### src/hw/swf_pkg.sv
package swf_pkg;
  localparam int NP = 3;
  localparam int VT_N = 16;
  localparam int VID_W = 12;
  localparam int FID_W = 4;
  localparam int CNT_W = 4;
  localparam logic [3:0] IP_V4 = 4'h4;
  localparam logic [7:0] PROTO_IGMP = 8'h02;
  localparam logic [11:0] NULL_VID = 12'h000;
  localparam logic [2:0] CPU_PORTS = 3'h4;
  localparam logic [2:0] ALL_PORTS = 3'h7;
  localparam logic [2:0] NO_PORTS = 3'h0;
  localparam logic [1:0] P1_IDX = 2'h0;
  localparam logic [1:0] P2_IDX = 2'h1;
  localparam logic [1:0] P3_IDX = 2'h2;
  localparam logic [3:0] TAGMASK_P1 = 4'h1;
  localparam logic [3:0] TAGMASK_P2 = 4'h2;
  localparam logic [3:0] TAGMASK_NONE = 4'h0;
  localparam logic [1:0] SCH_STRICT = 2'h0;
  localparam logic [1:0] SCH_R10 = 2'h1;
  localparam logic [1:0] SCH_R5 = 2'h2;
  localparam logic [1:0] SCH_R2 = 2'h3;
  localparam logic [3:0] RATIO_10 = 4'hA;
  localparam logic [3:0] RATIO_5 = 4'h5;
  localparam logic [3:0] RATIO_2 = 4'h2;
  localparam logic [3:0] FID_NOVLAN = 4'h0;
endpackage

### src/hw/switch_forwarding.sv
`timescale 1ns/1ps
// Notes on behaviour
// RULE1: With IGMP trapping on, IGMP frames go only to port 3.
// RULE2: IGMP means IPv4 (Ethernet II or SNAP) with protocol 2.
// RULE3: Static multicast entries restrict forwarding to their listed ports.
// RULE4: IGMP trapping is switched on by its enable bit.
// RULE5: Upstream special tagging needs both its enable bits set.
// RULE6: Frames received on receive-sniff ports are copied to the sniffer.
// RULE7: Optionally, errored received frames are still copied to the sniffer.
// RULE8: Frames sent on transmit-sniff ports are copied to the sniffer.
// RULE9: AND mode mirrors only receive-sniff to transmit-sniff traffic.
// RULE10: Sniff roles are per port; several ports may share them.
// RULE11: Sixteen-entry table maps 12-bit VID to 4-bit FID.
// RULE12: Untagged or null-VID frames use the ingress port default VID.
// RULE13: In VLAN mode an unknown VID drops the frame, no learning.
// RULE14: No usable static entry: dynamic port if found, else flood members.
// RULE15: Static hit used when FID flag clear or FID matches.
// RULE16: Unknown source is learned; known source refreshes its time stamp.
// RULE17: Ingress filtering and non-PVID discard are enabled per port.
// RULE18: Split queue per port by bit or strap.
// RULE19: Strict scheme sends low only when the high queue is empty.
// RULE20: Ratio schemes send one low after 10, 5 or 2 highs.
// RULE21: Scheme chosen by a two-bit field or two straps.
// RULE22: Scheme codes: 00 strict, 01 10:1, 10 5:1, 11 2:1.
// RULE23: Unsplit queue gives high and low equal precedence.
// RULE24: Port priority marks every ingress frame high priority.
// RULE25: Special tag mask is 0001 from port one, 0010 from two.
module switch_forwarding #(
  parameter int VT_N = swf_pkg::VT_N
) (
  // Clock and reset
  input wire logic clk,
  input wire logic rst_n,
  // Configuration
  input wire logic igmp_en,
  input wire logic stag_en_global,
  input wire logic stag_en_cpu,
  input wire logic mirror_and,
  input wire logic mirror_bad,
  input wire logic vlan_mode,
  input wire logic [swf_pkg::NP-1:0] rx_sniff,
  input wire logic [swf_pkg::NP-1:0] tx_sniff,
  input wire logic [swf_pkg::NP-1:0] sniffer,
  input wire logic [swf_pkg::NP-1:0] ingress_filter,
  input wire logic [swf_pkg::NP-1:0] discard_non_pvid,
  input wire logic [swf_pkg::VID_W-1:0] pvid_p1,
  input wire logic [swf_pkg::VID_W-1:0] pvid_p2,
  input wire logic [swf_pkg::VID_W-1:0] pvid_p3,
  // Priority configuration and straps
  input wire logic [swf_pkg::NP-1:0] split_queue,
  input wire logic [swf_pkg::NP-1:0] split_queue_strap,
  input wire logic [swf_pkg::NP-1:0] port_priority,
  input wire logic [swf_pkg::NP-1:0] port_priority_strap,
  input wire logic [1:0] scheme_sel,
  input wire logic scheme_select_strap_hi,
  input wire logic scheme_select_strap_lo,
  // VLAN table write
  input wire logic vt_we,
  input wire logic [3:0] vt_idx,
  input wire logic vt_wvalid,
  input wire logic [swf_pkg::VID_W-1:0] vt_wvid,
  input wire logic [swf_pkg::FID_W-1:0] vt_wfid,
  input wire logic [swf_pkg::NP-1:0] vt_wmem,
  // Frame header
  input wire logic hdr_valid,
  input wire logic [1:0] hdr_port,
  input wire logic hdr_tagged,
  input wire logic [swf_pkg::VID_W-1:0] hdr_vid,
  input wire logic hdr_ip_ethii,
  input wire logic hdr_ip_snap,
  input wire logic [3:0] hdr_ip_ver,
  input wire logic [7:0] hdr_ip_proto,
  input wire logic hdr_rx_error,
  // Address table results
  input wire logic st_hit,
  input wire logic st_use_fid,
  input wire logic [swf_pkg::FID_W-1:0] st_fid,
  input wire logic [swf_pkg::NP-1:0] st_ports,
  input wire logic dyn_hit,
  input wire logic [1:0] dyn_port,
  input wire logic sa_hit,
  // Forwarding decision
  output logic fwd_valid,
  output logic [swf_pkg::NP-1:0] fwd_ports,
  output logic [swf_pkg::NP-1:0] fwd_hiq,
  output logic [swf_pkg::FID_W-1:0] fwd_fid,
  output logic [3:0] fwd_tag_mask,
  output logic learn_pulse,
  output logic refresh_pulse,
  // Transmit scheduling
  input wire logic [swf_pkg::NP-1:0] q_hi_busy,
  input wire logic [swf_pkg::NP-1:0] q_lo_busy,
  input wire logic [swf_pkg::NP-1:0] tx_done,
  output logic [swf_pkg::NP-1:0] tx_pick_hi,
  output logic [swf_pkg::NP-1:0] tx_pick_lo
);
  import swf_pkg::*;

  // ****************************************
  // VLAN table
  // ****************************************
  logic [VT_N-1:0] vt_ok;
  logic [VID_W-1:0] vt_vid [VT_N];
  logic [FID_W-1:0] vt_fid [VT_N];
  logic [NP-1:0] vt_mem [VT_N];

  always_ff @(posedge clk) begin
    if (!rst_n) begin
      vt_ok <= '0;
    end else if (vt_we) begin
      vt_ok[vt_idx] <= vt_wvalid;
    end
  end

  // Contents need no reset: vt_ok gates every entry
  always_ff @(posedge clk) begin
    if (vt_we) begin
      vt_vid[vt_idx] <= vt_wvid;
      vt_fid[vt_idx] <= vt_wfid;
      vt_mem[vt_idx] <= vt_wmem;
    end
  end

  logic [VID_W-1:0] pvid_in;
  assign pvid_in = (hdr_port == P1_IDX) ? pvid_p1 :
                   (hdr_port == P2_IDX) ? pvid_p2 : pvid_p3;
  wire null_tag = hdr_tagged && (hdr_vid == NULL_VID);
  wire [VID_W-1:0] lk_vid = (!hdr_tagged || null_tag) ? pvid_in : hdr_vid; // RULE12

  wire [VT_N-1:0] vt_match;
  genvar gi;
  generate
    for (gi = 0; gi < VT_N; gi++) begin : g_vt
      assign vt_match[gi] = vt_ok[gi] && (vt_vid[gi] == lk_vid); // RULE11
    end
  endgenerate

  // Duplicate VIDs are a software fault; matches are OR-merged
  logic [FID_W-1:0] hit_fid;
  logic [NP-1:0] hit_mem;
  always_comb begin
    hit_fid = '0;
    hit_mem = '0;
    for (int i = 0; i < VT_N; i++) begin
      if (vt_match[i]) begin
        hit_fid = hit_fid | vt_fid[i];
        hit_mem = hit_mem | vt_mem[i];
      end
    end
  end

  // ****************************************
  // Lookup and filtering
  // ****************************************
  wire [NP-1:0] in_oh = 3'h1 << hdr_port;
  wire vid_bad = vlan_mode && (vt_match == '0); // RULE13
  wire filt_drop = ingress_filter[hdr_port] && vlan_mode && ((hit_mem & in_oh) == '0); // RULE17
  wire npvid_drop = discard_non_pvid[hdr_port] && hdr_tagged && !null_tag
                    && (hdr_vid != pvid_in); // RULE17
  wire drop_lkp = vid_bad || filt_drop || npvid_drop;
  wire [FID_W-1:0] fid = vlan_mode ? hit_fid : FID_NOVLAN;
  wire [NP-1:0] members = vlan_mode ? hit_mem : ALL_PORTS;
  wire static_ok = st_hit && (!st_use_fid || (st_fid == fid)); // RULE15
  wire [NP-1:0] dyn_oh = 3'h1 << dyn_port;
  // Flooding never sends a frame back out of its ingress port
  wire [NP-1:0] lookup = static_ok ? st_ports : // RULE3 RULE15
                         dyn_hit ? dyn_oh : (members & ~in_oh); // RULE14
  wire is_igmp = (hdr_ip_ethii || hdr_ip_snap) && (hdr_ip_ver == IP_V4)
                 && (hdr_ip_proto == PROTO_IGMP); // RULE2
  wire trap = igmp_en && is_igmp; // RULE4
  wire [NP-1:0] base = trap ? CPU_PORTS : lookup; // RULE1
  wire [NP-1:0] good_ports = (drop_lkp || hdr_rx_error) ? NO_PORTS : base;

  // ****************************************
  // Mirroring
  // ****************************************
  wire rx_ok = rx_sniff[hdr_port] && !drop_lkp && (!hdr_rx_error || mirror_bad); // RULE6 RULE7
  wire tx_m = (good_ports & tx_sniff) != '0; // RULE8 RULE10
  wire mir = mirror_and ? (rx_ok && tx_m) : (rx_ok || tx_m); // RULE9
  wire [NP-1:0] next_ports = good_ports | (mir ? sniffer : NO_PORTS);

  // ****************************************
  // Priority marking and special tag
  // ****************************************
  wire [NP-1:0] split_eff = split_queue | split_queue_strap; // RULE18
  wire [NP-1:0] pri_eff = port_priority | port_priority_strap;
  wire high = pri_eff[hdr_port]; // RULE24
  wire [NP-1:0] next_hiq = {NP{high}} & split_eff & next_ports; // RULE24
  wire stag_on = stag_en_global && stag_en_cpu; // RULE5
  wire [3:0] next_tag = (!stag_on || !next_ports[P3_IDX] || hdr_port == P3_IDX) ? TAGMASK_NONE :
                        (hdr_port == P1_IDX) ? TAGMASK_P1 : TAGMASK_P2; // RULE25
  wire learn_ok = hdr_valid && !vid_bad && !hdr_rx_error;

  always_ff @(posedge clk) begin
    if (!rst_n) begin
      fwd_valid <= 1'b0;
      fwd_ports <= NO_PORTS;
      fwd_hiq <= NO_PORTS;
      fwd_fid <= FID_NOVLAN;
      fwd_tag_mask <= TAGMASK_NONE;
      learn_pulse <= 1'b0;
      refresh_pulse <= 1'b0;
    end else begin
      fwd_valid <= hdr_valid;
      learn_pulse <= learn_ok && !sa_hit; // RULE16
      refresh_pulse <= learn_ok && sa_hit; // RULE16
      if (hdr_valid) begin
        fwd_ports <= next_ports;
        fwd_hiq <= next_hiq;
        fwd_fid <= fid;
        fwd_tag_mask <= next_tag;
      end
    end
  end

  // ****************************************
  // Transmit scheduling
  // ****************************************
  wire [1:0] scheme = scheme_sel | {scheme_select_strap_hi, scheme_select_strap_lo}; // RULE21
  wire [CNT_W-1:0] ratio = (scheme == SCH_R10) ? RATIO_10 : // RULE22
                           (scheme == SCH_R5) ? RATIO_5 : RATIO_2;
  wire strict = scheme == SCH_STRICT;

  generate
    for (gi = 0; gi < NP; gi++) begin : g_sch
      logic [CNT_W-1:0] hi_cnt;
      // Unsplit ports keep everything in one queue, the low one
      assign tx_pick_hi[gi] = split_eff[gi] && q_hi_busy[gi]
                              && (strict || !q_lo_busy[gi] || hi_cnt < ratio); // RULE19 RULE20
      assign tx_pick_lo[gi] = q_lo_busy[gi] && !tx_pick_hi[gi]; // RULE23
      always_ff @(posedge clk) begin
        if (!rst_n) begin
          hi_cnt <= '0;
        end else if (tx_done[gi] && tx_pick_lo[gi]) begin
          hi_cnt <= '0; // RULE20
        end else if (tx_done[gi] && tx_pick_hi[gi] && q_lo_busy[gi] && !strict
                     && hi_cnt < ratio) begin
          hi_cnt <= hi_cnt + 1'b1; // RULE20
        end
      end

    end
  endgenerate
endmodule

### config.mk
export PLATFORM = sky130hd
export DESIGN_NAME = switch_forwarding
export DESIGN_NICKNAME = d
export VERILOG_FILES = /design/src/hw/swf_pkg.sv /design/src/hw/switch_forwarding.sv
export SDC_FILE = /design/constraint.sdc
export NUM_CORES = 1
export LEC_CHECK = 0
export ABC_AREA = 1
export ABC_CLOCK_PERIOD_IN_PS = 4200
export BUFFER_PORTS_ARGS = -buffer_cell sky130_fd_sc_hd__buf_2
export CAP_MARGIN = 5
export CORE_UTILIZATION = 45
export DETAILED_ROUTE_END_ITERATION = 16
export GPL_ROUTABILITY_DRIVEN = 0
export SLEW_MARGIN = 30
export SYNTH_ARGS = -nofsm -noshare
export SYNTH_HDL_FRONTEND = slang
export SYNTH_SLANG_ARGS = --single-unit
### constraint.sdc
create_clock -name clk -period 4.2 [get_ports clk]
set_input_delay 0.42 -clock clk [delete_from_list [all_inputs] [get_ports clk]]
set_output_delay 0.42 -clock clk [all_outputs]
set_load 0.02 [all_outputs]
Yosys cells after proc, flatten, opt, wreduce, memory -nomap -nowiden. Memories as Yosys holds them, arrays and structs flattened. Cells that the tools add are included.

Register bits: 45. RAM bits: 304. Output and inout bits: 23. Word-level logic and storage cells: 251. Memories: 3.

$add $sub $neg: 3. Magnitude comparators: 6. Eq/ne operators: 24. Shifts and indexed selects: 2. Multiplexer cells: 60. Bitwise logic cells: 41. Reduce and logical (&&, ||, !) cells: 101.

Memory list: vt_vid (depth 16, width 12, rd ports 16, clocked after Yosys merged registers in 0, wr ports 1, RTL line switch_forwarding.sv:103) `logic [VID_W-1:0] vt_vid [VT_N];`; vt_fid (depth 16, width 4, rd ports 16, clocked after Yosys merged registers in 0, wr ports 1, RTL line switch_forwarding.sv:104) `logic [FID_W-1:0] vt_fid [VT_N];`; vt_mem (depth 16, width 3, rd ports 16, clocked after Yosys merged registers in 0, wr ports 1, RTL line switch_forwarding.sv:105) `logic [NP-1:0] vt_mem [VT_N];`.

Operator list (number): == test 12 bit (16); two-way mux 4 bit (18); two-way mux 3 bit (23); logical AND 1 bit (60); bitwise OR 4 bit (15); bitwise OR 3 bit (18); two-way mux 12 bit (3); bitwise mux 16 bit (1); zero test 1 bit (16); zero test 16 bit (1); logical OR 1 bit (16); AND 3 bit (5); adder 4 x 1 -> 4 bit (second input constant) (3); zero test 12 bit (1); less-than comparator 4 bit (3); inequality test 12 bit (1); binary-select mux 1 bit (select 2 bit) (4); == test 8 x 2 -> 1 bit (second input constant) (1); two-way mux 1 bit (8); OR reduction 2 bit (3); left shift 1 x 2 -> 3 bit (first input constant) (2); less-than comparator 4 x 5 -> 1 bit (second input constant) (1); demux 1 bit (select 4 bit) (1); == test 2 x 1 -> 1 bit (second input constant) (2); other kinds (12) (15).

Logic depth before layout (Yosys ltp). Gate-level depths: netlist (run 1).

Depth after elaboration: 54. Mapped depth: 35.

Worst setup path before layout (run 1). No wires, ideal clock.

Path type: input -> register. From: input hdr_vid[2] (netlist name). To: register fwd_hiq[0] (netlist name). Setup time: 0.123 ns. Arrival: 3.017 ns. Setup slack: 1.060 ns. Stages: 31. Cell sequence: nor2_1 > nand2_1 > nor2_2 > nand2_4 > nand2_8 > buf_8 > nand2_1 > nand2_2 > buf_6 > nand2_1 > nand2_1 > inv_1 > nand3_1 > nor2_2 > and2_2 > nand2_1 > nand2_1 > nor2_1 > nand2_1 > nor2_1 > nor2_2 > nor2_1 > nand2_2 > nand3_1 > nor2_2 > nand4_1 > nand4_2 > nand3_1 > nand2_1 > nand3_1 > a21oi_1.

Longest elaborated chain between the ends: 51.

RTL lines: from (decl) (RTL line switch_forwarding.sv:68) `input wire logic [swf_pkg::VID_W-1:0] hdr_vid,`; zero test 12 bit (RTL line switch_forwarding.sv:127) `wire null_tag = hdr_tagged && (hdr_vid == NULL_VID);`; logical AND 1 bit (RTL line switch_forwarding.sv:127); logical OR 1 bit (RTL line switch_forwarding.sv:128) `wire [VID_W-1:0] lk_vid = (!hdr_tagged || null_tag) ? pvid_in : hdr_vid;`; two-way mux 12 bit (RTL line switch_forwarding.sv:128); == test 12 bit (RTL line switch_forwarding.sv:134) `assign vt_match[gi] = vt_ok[gi] && (vt_vid[gi] == lk_vid);`; logical AND 1 bit (RTL line switch_forwarding.sv:134); two-way mux 4 bit or two-way mux 3 bit (tied branches) (RTL line switch_forwarding.sv:145) `if (vt_match[i]) begin`; bitwise OR 4 bit or bitwise OR 3 bit (tied branches) (RTL line switch_forwarding.sv:146, switch_forwarding.sv:147); (+35 left out); two-way mux 3 bit (RTL line switch_forwarding.sv:172) `wire [NP-1:0] good_ports = (drop_lkp || hdr_rx_error) ? NO_PORTS : base;`; AND 3 bit (RTL line switch_forwarding.sv:178) `wire tx_m = (good_ports & tx_sniff) != '0;`; nonzero test 3 bit (RTL line switch_forwarding.sv:178); logical OR 1 bit or logical AND 1 bit (tied branches) (RTL line switch_forwarding.sv:179) `wire mir = mirror_and ? (rx_ok && tx_m) : (rx_ok || tx_m);`; two-way mux 1 bit (RTL line switch_forwarding.sv:179); two-way mux 3 bit (RTL line switch_forwarding.sv:180) `wire [NP-1:0] next_ports = good_ports | (mir ? sniffer : NO_PORTS);`; bitwise OR 3 bit * (RTL line switch_forwarding.sv:180); AND 3 bit * (RTL line switch_forwarding.sv:188) `wire [NP-1:0] next_hiq = {NP{high}} & split_eff & next_ports;`; to (signal assigned) (RTL line switch_forwarding.sv:209) `fwd_hiq <= next_hiq;`; to (decl) (RTL line switch_forwarding.sv:85) `output logic [swf_pkg::NP-1:0] fwd_hiq,`.

Every way passes the cells marked *; elsewhere a longest branch is shown, timed or not. A chain may end at the register's enable or synchronous reset.

Final worst setup path (run 1).
From: input hdr_vid[8] (netlist name). To: register fwd_hiq[2] (netlist name).

The elaborated chain is that of the path after synthesis.

==> flow_metrics.py, run 1 <==
metrics = {
    "grt": {
        "grt_pass1_vias": 16300,
        "grt_max_degree": 31,
        "antenna_found_initial": 0,
        "overflow": 0,
        "globalRouteTotalUtil_pct": 28.4,
        "grt_pass1_wl_um": 93400,
    },
    "clocking": {
        "clock_latency_ns": 0.56,
        "cts_tree": "built",
        "cts_made_buffers": 40,
        "hold_buffers": 0,
        "clockBufferDepth": 3,
        "htreeDepth": 2,
        "cts-root-buf": "clkbuf_16",
        "cts_sinks": 347,
        "clkTransAtPathRegs_ns": 0.06,
        "cts_setup_buffers": 0,
        "cts_resized": 0,
    },
    "route": {
        "wl_um": 62100,
        "detail_route.wl_per_cell_um": 19.2,
        "vias": 17100,
        "ant_nets": 0,
        "dr.pass1.iters": 9,
        "drc": 0,
        "routed_via_density": 5.29,
        "drtIter0Drc": 1552,
    },
    "worst_setup_path": {
        "cp_top_family": "simple AND/OR/NAND/NOR gates",
        "path_buf_inv": 4,
        "start_kind": "input port",
        "r2r-start": "vt_vid[5][1]",
        "path_class": "input port to register",
        "cp-end-kind": "register",
        "crit_path_frequent_cell": "nand2_1",
        "crit_fanout": 16,
        "crit_arrival_ns": 4.33,
        "reg2regPathDepth": 24,
        "slowest_delay_ns": 0.32,
        "cp.required_ns": 4.64,
        "reg2reg_to": "fwd_hiq[2]",
        "cp.depth": 32,
        "rrSetupSlack_ns": 1.10,
        "cpMaxStageDelayCell": "nand2_2",
    },
    "final_layout": {
        "fin_cells": 3228,
        "n_fill_cell": 3926,
        "drive_gt1_share_pct": 16.6,
        "area_delta_synth_final_pct": 17.2,
        "antenna-diode-count": 0,
        "regArea_sq_mm": 0.00999,
        "final_util_pct": 53.7,
        "multi_input_area_sq_mm": 0.00788,
        "num-nets-final": 2822,
    },
    "timing": {
        "fin_ws_ns": 0.307,
        "drv_slew": 0,
        "hold_viol": 0,
        "finalCritPeriodShare_pct": 92.7,
        "final.min_clock_period_ns": 3.89,
        "slew_headroom_pct": 38.2,
        "fmax_mhz": 257,
        "clock_skew_ns": 0.0125,
        "setup_viol": 0,
        "rsz0062_at_grt": "no",
        "tightest_slew_ns": 0.926,
    },
    "floorplan": {
        "initial_utilization_pct": 45.8,
        "ios": 176,
        "die-area_sq_mm": 0.0437,
        "rows": 75,
        "die_h_um": 209,
        "die_w_um": 209,
        "coreArea_sq_mm": 0.0421,
    },
    "worst_hold_path": {
        "holdPathStages": 2,
        "worstHoldStart": "sa_hit",
        "min_path_type": "input port to register",
        "min_to": "learn_pulse",
    },
    "yosys": {
        "synth_edf_count": 304,
        "syn_area_sq_mm": 0.0193,
        "synth_adder_area_share_pct": 0.778,
        "yosys_most_used_dff": "edfxtp_1",
        "yosysSeqAreaShare_pct": 51.8,
        "synth_top_family_by_area": "simple AND/OR/NAND/NOR gates",
        "synthXorXnorAreaFrac_pct": 0.583,
        "async_flop_share_pct": 0,
        "syn_inst": 2411,
        "ys_seq_elements": 347,
        "synthTopCellsByArea": "edfxtp_1 (47%), nand2_1 (17%), nand3_1 (5.8%)",
        "synth_common_cells": "nand2_1 (867), edfxtp_1 (304), nor2_1 (300)",
        "synth_compound_area_share_pct": 3.26,
        "synth.avg_cell_area_sq_um": 8.01,
        "synth.largest_area_cell": "edfxtp_1",
        "yosys.area_share.simple_pct": 35.7,
        "ys_types": 52,
        "yosysMostFrequentCell": "nand2_1",
        "synthMuxAreaShare_pct": 0,
        "synth_top_area_share_pct": 47.3,
        "synth_warnings": 0,
    },
    "run_status": {
        "status": "finished, final reports clean",
    },
    "placed_design": {
        "dp_hpwl_um": 47500,
        "dp_cells": 3154,
        "port_buffers": 173,
        "pre_cts_slack_ns": -0.173,
    },
    "job": {
        "maxCapViolations": 0,
    },
    "power_and_ir_drop": {
        "leakage_nw": 10.7,
        "powerDensity_mw_per_mm2": 383,
        "report.power.total_w": 0.00868,
        "vdd_ir_drop_max_mv": 0.360,
    },
}
-- worst max-delay path by stage --
stage	start	endpoint	slack [ns]
detailed placement	hdr_port[1]	fwd_hiq[2]	-0.17
global placement	hdr_port[1]	fwd_hiq[0]	-0.08
finish	hdr_vid[8]	fwd_hiq[2]	0.31
global route	hdr_port[1]	fwd_tag_mask[1]	0.03
CTS	hdr_port[1]	fwd_hiq[2]	0.41
floorplan	hdr_vid[2]	fwd_hiq[0]	1.06
-- cell type report --
class	instances	area share, %
well taps	539	2.98
repair buffers	250	6.88
clock inverters	18	1.21
flip-flops and latches	347	44.1
inverters	300	4.98
clock buffers	56	5.01
multi-input cells	1718	34.8
-- power breakdown --
part	leakage (nW)	switching [W]	total, W	internal [W]
Combinational	6.93	0.000749	0.00108	0.000331
Sequential	3.09	0.0000307	0.00385	0.00382
Clock	0.686	0.00143	0.00374	0.00232
Total	10.7	0.00221	0.00868	0.00647
-- metrics by stage --
step / hold slack, ns / TNS [ns] / cell area (sq um)
after floorplan: 0.443 / 0 / 19300
after global placement: 0.450 / -0.526 / 21200
after detailed placement: 0.458 / -1.29 / 21200
after CTS: 0.0101 / 0 / 22600
after global routing: 0.0215 / 0 / 22600
final: 0.0402 / 0 / 22600
-- layout by cell type, fill, tap and decap left out, drive strengths merged, types with 20 or more instances in the layout --
cell type	netlist	final
a21oi	44	44
o21ai	56	56
nand3b	22	22
clkbuf	5	56
dfxtp	43	43
nand4	20	20
inv	299	299
nand3	240	240
nor3	28	28
nand2	913	913
edfxtp	304	304
nor2	324	324
buf	42	250
-- registers in the layout, indices dropped and copies added, names as in the netlist --
name           cells
g_sch.hi_cnt      12
vt_mem            48
learn_pulse        1
fwd_ports          3
fwd_tag_mask       2
vt_vid           192
refresh_pulse      1
vt_ok             16
fwd_fid            4
fwd_hiq            3
vt_fid            64
fwd_valid          1
-- routing by layer --
metal / GRT usage (%) / wire length, um / vias up
li1: - / - / 8264
met1: 36.0 / 25100 / 7991
met2: 48.1 / 29900 / 700
met3: 3.92 / 4140 / 133
met5: 0 / 0 / -
met4: 13.6 / 2960 / 0
-- cells by family after synthesis --
kind of cell	after synthesis
fa+ha+maj	12
compound gates	117
buf+inv	347
xor+xnor	12
simple gates	1575
flops	347
other cells	1
Power figures use the tool's default switching activity.
==> run 2, diff against run 1 <==
--- a/config.mk
+++ b/config.mk
@@ -12,6 +12,7 @@
 export CORE_UTILIZATION = 45
 export DETAILED_ROUTE_END_ITERATION = 16
 export GPL_ROUTABILITY_DRIVEN = 0
+export REMOVE_ABC_BUFFERS = 1
 export SLEW_MARGIN = 30
 export SYNTH_ARGS = -nofsm -noshare
 export SYNTH_HDL_FRONTEND = slang
==> run 2 against run 1 <==
Die area unchanged. Cell count about the same. Largest cell class unchanged. Clock skew increased by 0.0029 ns. Routed wire length increased by 0.73%.
==> flow_metrics.py, run 2 (same netlist as run 1, synthesis figures left out) <==
metrics = {
    "final_layout": {
        "largest_reg_flops": 192,
        "multi_input_area_sq_mm": 0.00788,
        "regArea_sq_mm": 0.00999,
        "area_delta_synth_final_pct": 17.0,
        "antenna-diode-count": 0,
        "n_fill_cell": 3916,
        "final_cell_mix": "nand2_1 (867), edfxtp_1 (304), nor2_1 (291)",
        "fin_cells": 3229,
        "drive_gt1_share_pct": 16.6,
        "layout_commonest_cell": "nand2_1",
        "reg_top3": "vt_vid: 192 flops, vt_fid: 64 flops, vt_mem: 48 flops",
        "num-nets-final": 2825,
        "largest_register": "vt_vid",
    },
    "clocking": {
        "cts_made_buffers": 40,
        "cts_sinks": 347,
        "clock_latency_ns": 0.56,
        "clockBufferDepth": 3,
        "htreeDepth": 2,
        "hold_buffers": 0,
        "cts-root-buf": "clkbuf_16",
        "clkTransAtPathRegs_ns": 0.06,
        "cts_tree": "built",
    },
    "run_status": {
        "status": "finished, final reports clean",
    },
    "timing": {
        "slew_headroom_pct": 37.3,
        "hold_slack_ns": 0.0182,
        "tightest_slew_ns": 0.940,
        "finalCritPeriodShare_pct": 91.3,
        "setup_viol": 0,
        "tns_ns": 0,
        "drv_slew": 0,
        "final.min_clock_period_ns": 3.83,
        "fmax_mhz": 261,
        "hold_viol": 0,
        "clock_skew_ns": 0.0155,
        "rsz0062_at_grt": "no",
    },
    "worst_setup_path": {
        "path_class": "input port to register",
        "cp.required_ns": 4.65,
        "crit_fanout": 17,
        "cp-end-kind": "register",
        "crit_arrival_ns": 4.28,
        "start_kind": "input port",
    },
    "job": {
        "maxCapViolations": 0,
    },
    "floorplan": {
        "initial_utilization_pct": 45.8,
        "die-area_sq_mm": 0.0437,
        "rows": 75,
        "ios": 176,
        "die_w_um": 209,
        "die_h_um": 209,
        "coreArea_sq_mm": 0.0421,
    },
    "grt": {
        "overflow": 0,
        "antenna_found_initial": 0,
        "grt_pass1_vias": 16800,
        "grt_pass1_wl_um": 94100,
        "grt_max_degree": 30,
        "globalRouteTotalUtil_pct": 28.9,
    },
    "route": {
        "ant_nets": 0,
        "dr.pass1.iters": 5,
        "detail_route.wl_per_cell_um": 19.4,
        "drc": 0,
        "vias": 17000,
        "drtIter0Drc": 1539,
        "wl_um": 62500,
        "routed_via_density": 5.26,
    },
    "power_and_ir_drop": {
        "leakage_nw": 10.7,
        "vdd_ir_drop_max_mv": 0.325,
        "powerDensity_mw_per_mm2": 377,
    },
    "placed_design": {
        "port_buffers": 173,
        "dp_hpwl_um": 47500,
        "dp_cells": 3157,
    },
    "worst_hold_path": {
        "min_path_type": "input port to register",
    },
}
run 2: cell count changes in the layout (fill, tap and decap cells not counted), moves of 2 or more:
cell	delta
clkbuf_1	+3
buf_12	+2
clkinvlp_4	+2
bufinv_16	-2
run 2: repair_timing:
item | CTS | global route
endpoints found under the setup margin | 0 | 7
buffers inserted | 0 | 0
endpoints found under the hold margin | 0 | 0
resized for setup | 0 | 1
run 2: worst max-delay path, cell delays in order:
cell      delay [ns]
buf_2           0.11
inv_2           0.08
buf_12          0.15
nand2_4         0.11
buf_4           0.19
nor2_1          0.15
nand3b_4        0.16
nand2_1         0.06
nand2_2         0.31
nand2_1         0.12
nand2_1         0.19
nor2_1          0.06
nand2_1         0.07
nor2_2          0.09
and2_2          0.27
nor4_1          0.44
nand3_1         0.25
o21a_1          0.26
nand3_1         0.10
nor2_2          0.06
nand4_1         0.11
nand4_2         0.15
nand3_2         0.10
nand2_2         0.08
nand3_1         0.08
a21oi_1         0.07
run 2: worst paths after layout:
kind	start	cells past startpoint	slack, ns	to
worst max register to register	vt_vid[11][0]	19	1.13	fwd_hiq[2]
worst min-delay path	sa_hit	2	0.02	learn_pulse
worst min register to register	fwd_hiq[0]	2	0.47	fwd_hiq[0]
worst max-delay path	hdr_port[1]	26	0.37	fwd_hiq[2]
run 2: report_power, final:
part | switching, W | leakage [nW] | total, W | internal [W]
Sequential | 0.0000302 | 3.09 | 0.00385 | 0.00382
Clock | 0.00141 | 0.627 | 0.00355 | 0.00214
Combinational | 0.000757 | 6.96 | 0.00110 | 0.000343
run 2: layout make-up:
type,count,area share (%)
clock buffers,57,4.90
repair buffers,253,7.10
well taps,539,2.99
clock inverters,15,0.881
inverters,300,4.99
multi-input cells,1718,34.9
flip-flops and latches,347,44.2
run 2: metal layers:
| metal | wire length (um) | up-vias | GRT usage [%] |
|---|---|---|---|
| met5 | 0 | - | 0 |
| met4 | 3360 | 0 | 15.2 |
| met3 | 4310 | 153 | 4.33 |
| met2 | 29800 | 690 | 49.2 |
| met1 | 25000 | 7882 | 35.4 |
| li1 | - | 8253 | - |
run 2: through the flow:
stage | power [W] | worst slack, ns | instance area, sq um | util, %
after floorplan | 0.00449 | 0.644 | 18900 | -
after global placement | 0.00499 | -0.0593 | 21200 | 50.4
after detailed placement | 0.00501 | -0.109 | 21300 | 50.5
after CTS | 0.00851 | 0.455 | 22600 | 53.6
after global routing | 0.00877 | 0.0129 | 22600 | 53.6
final | 0.00850 | 0.367 | 22600 | 53.6
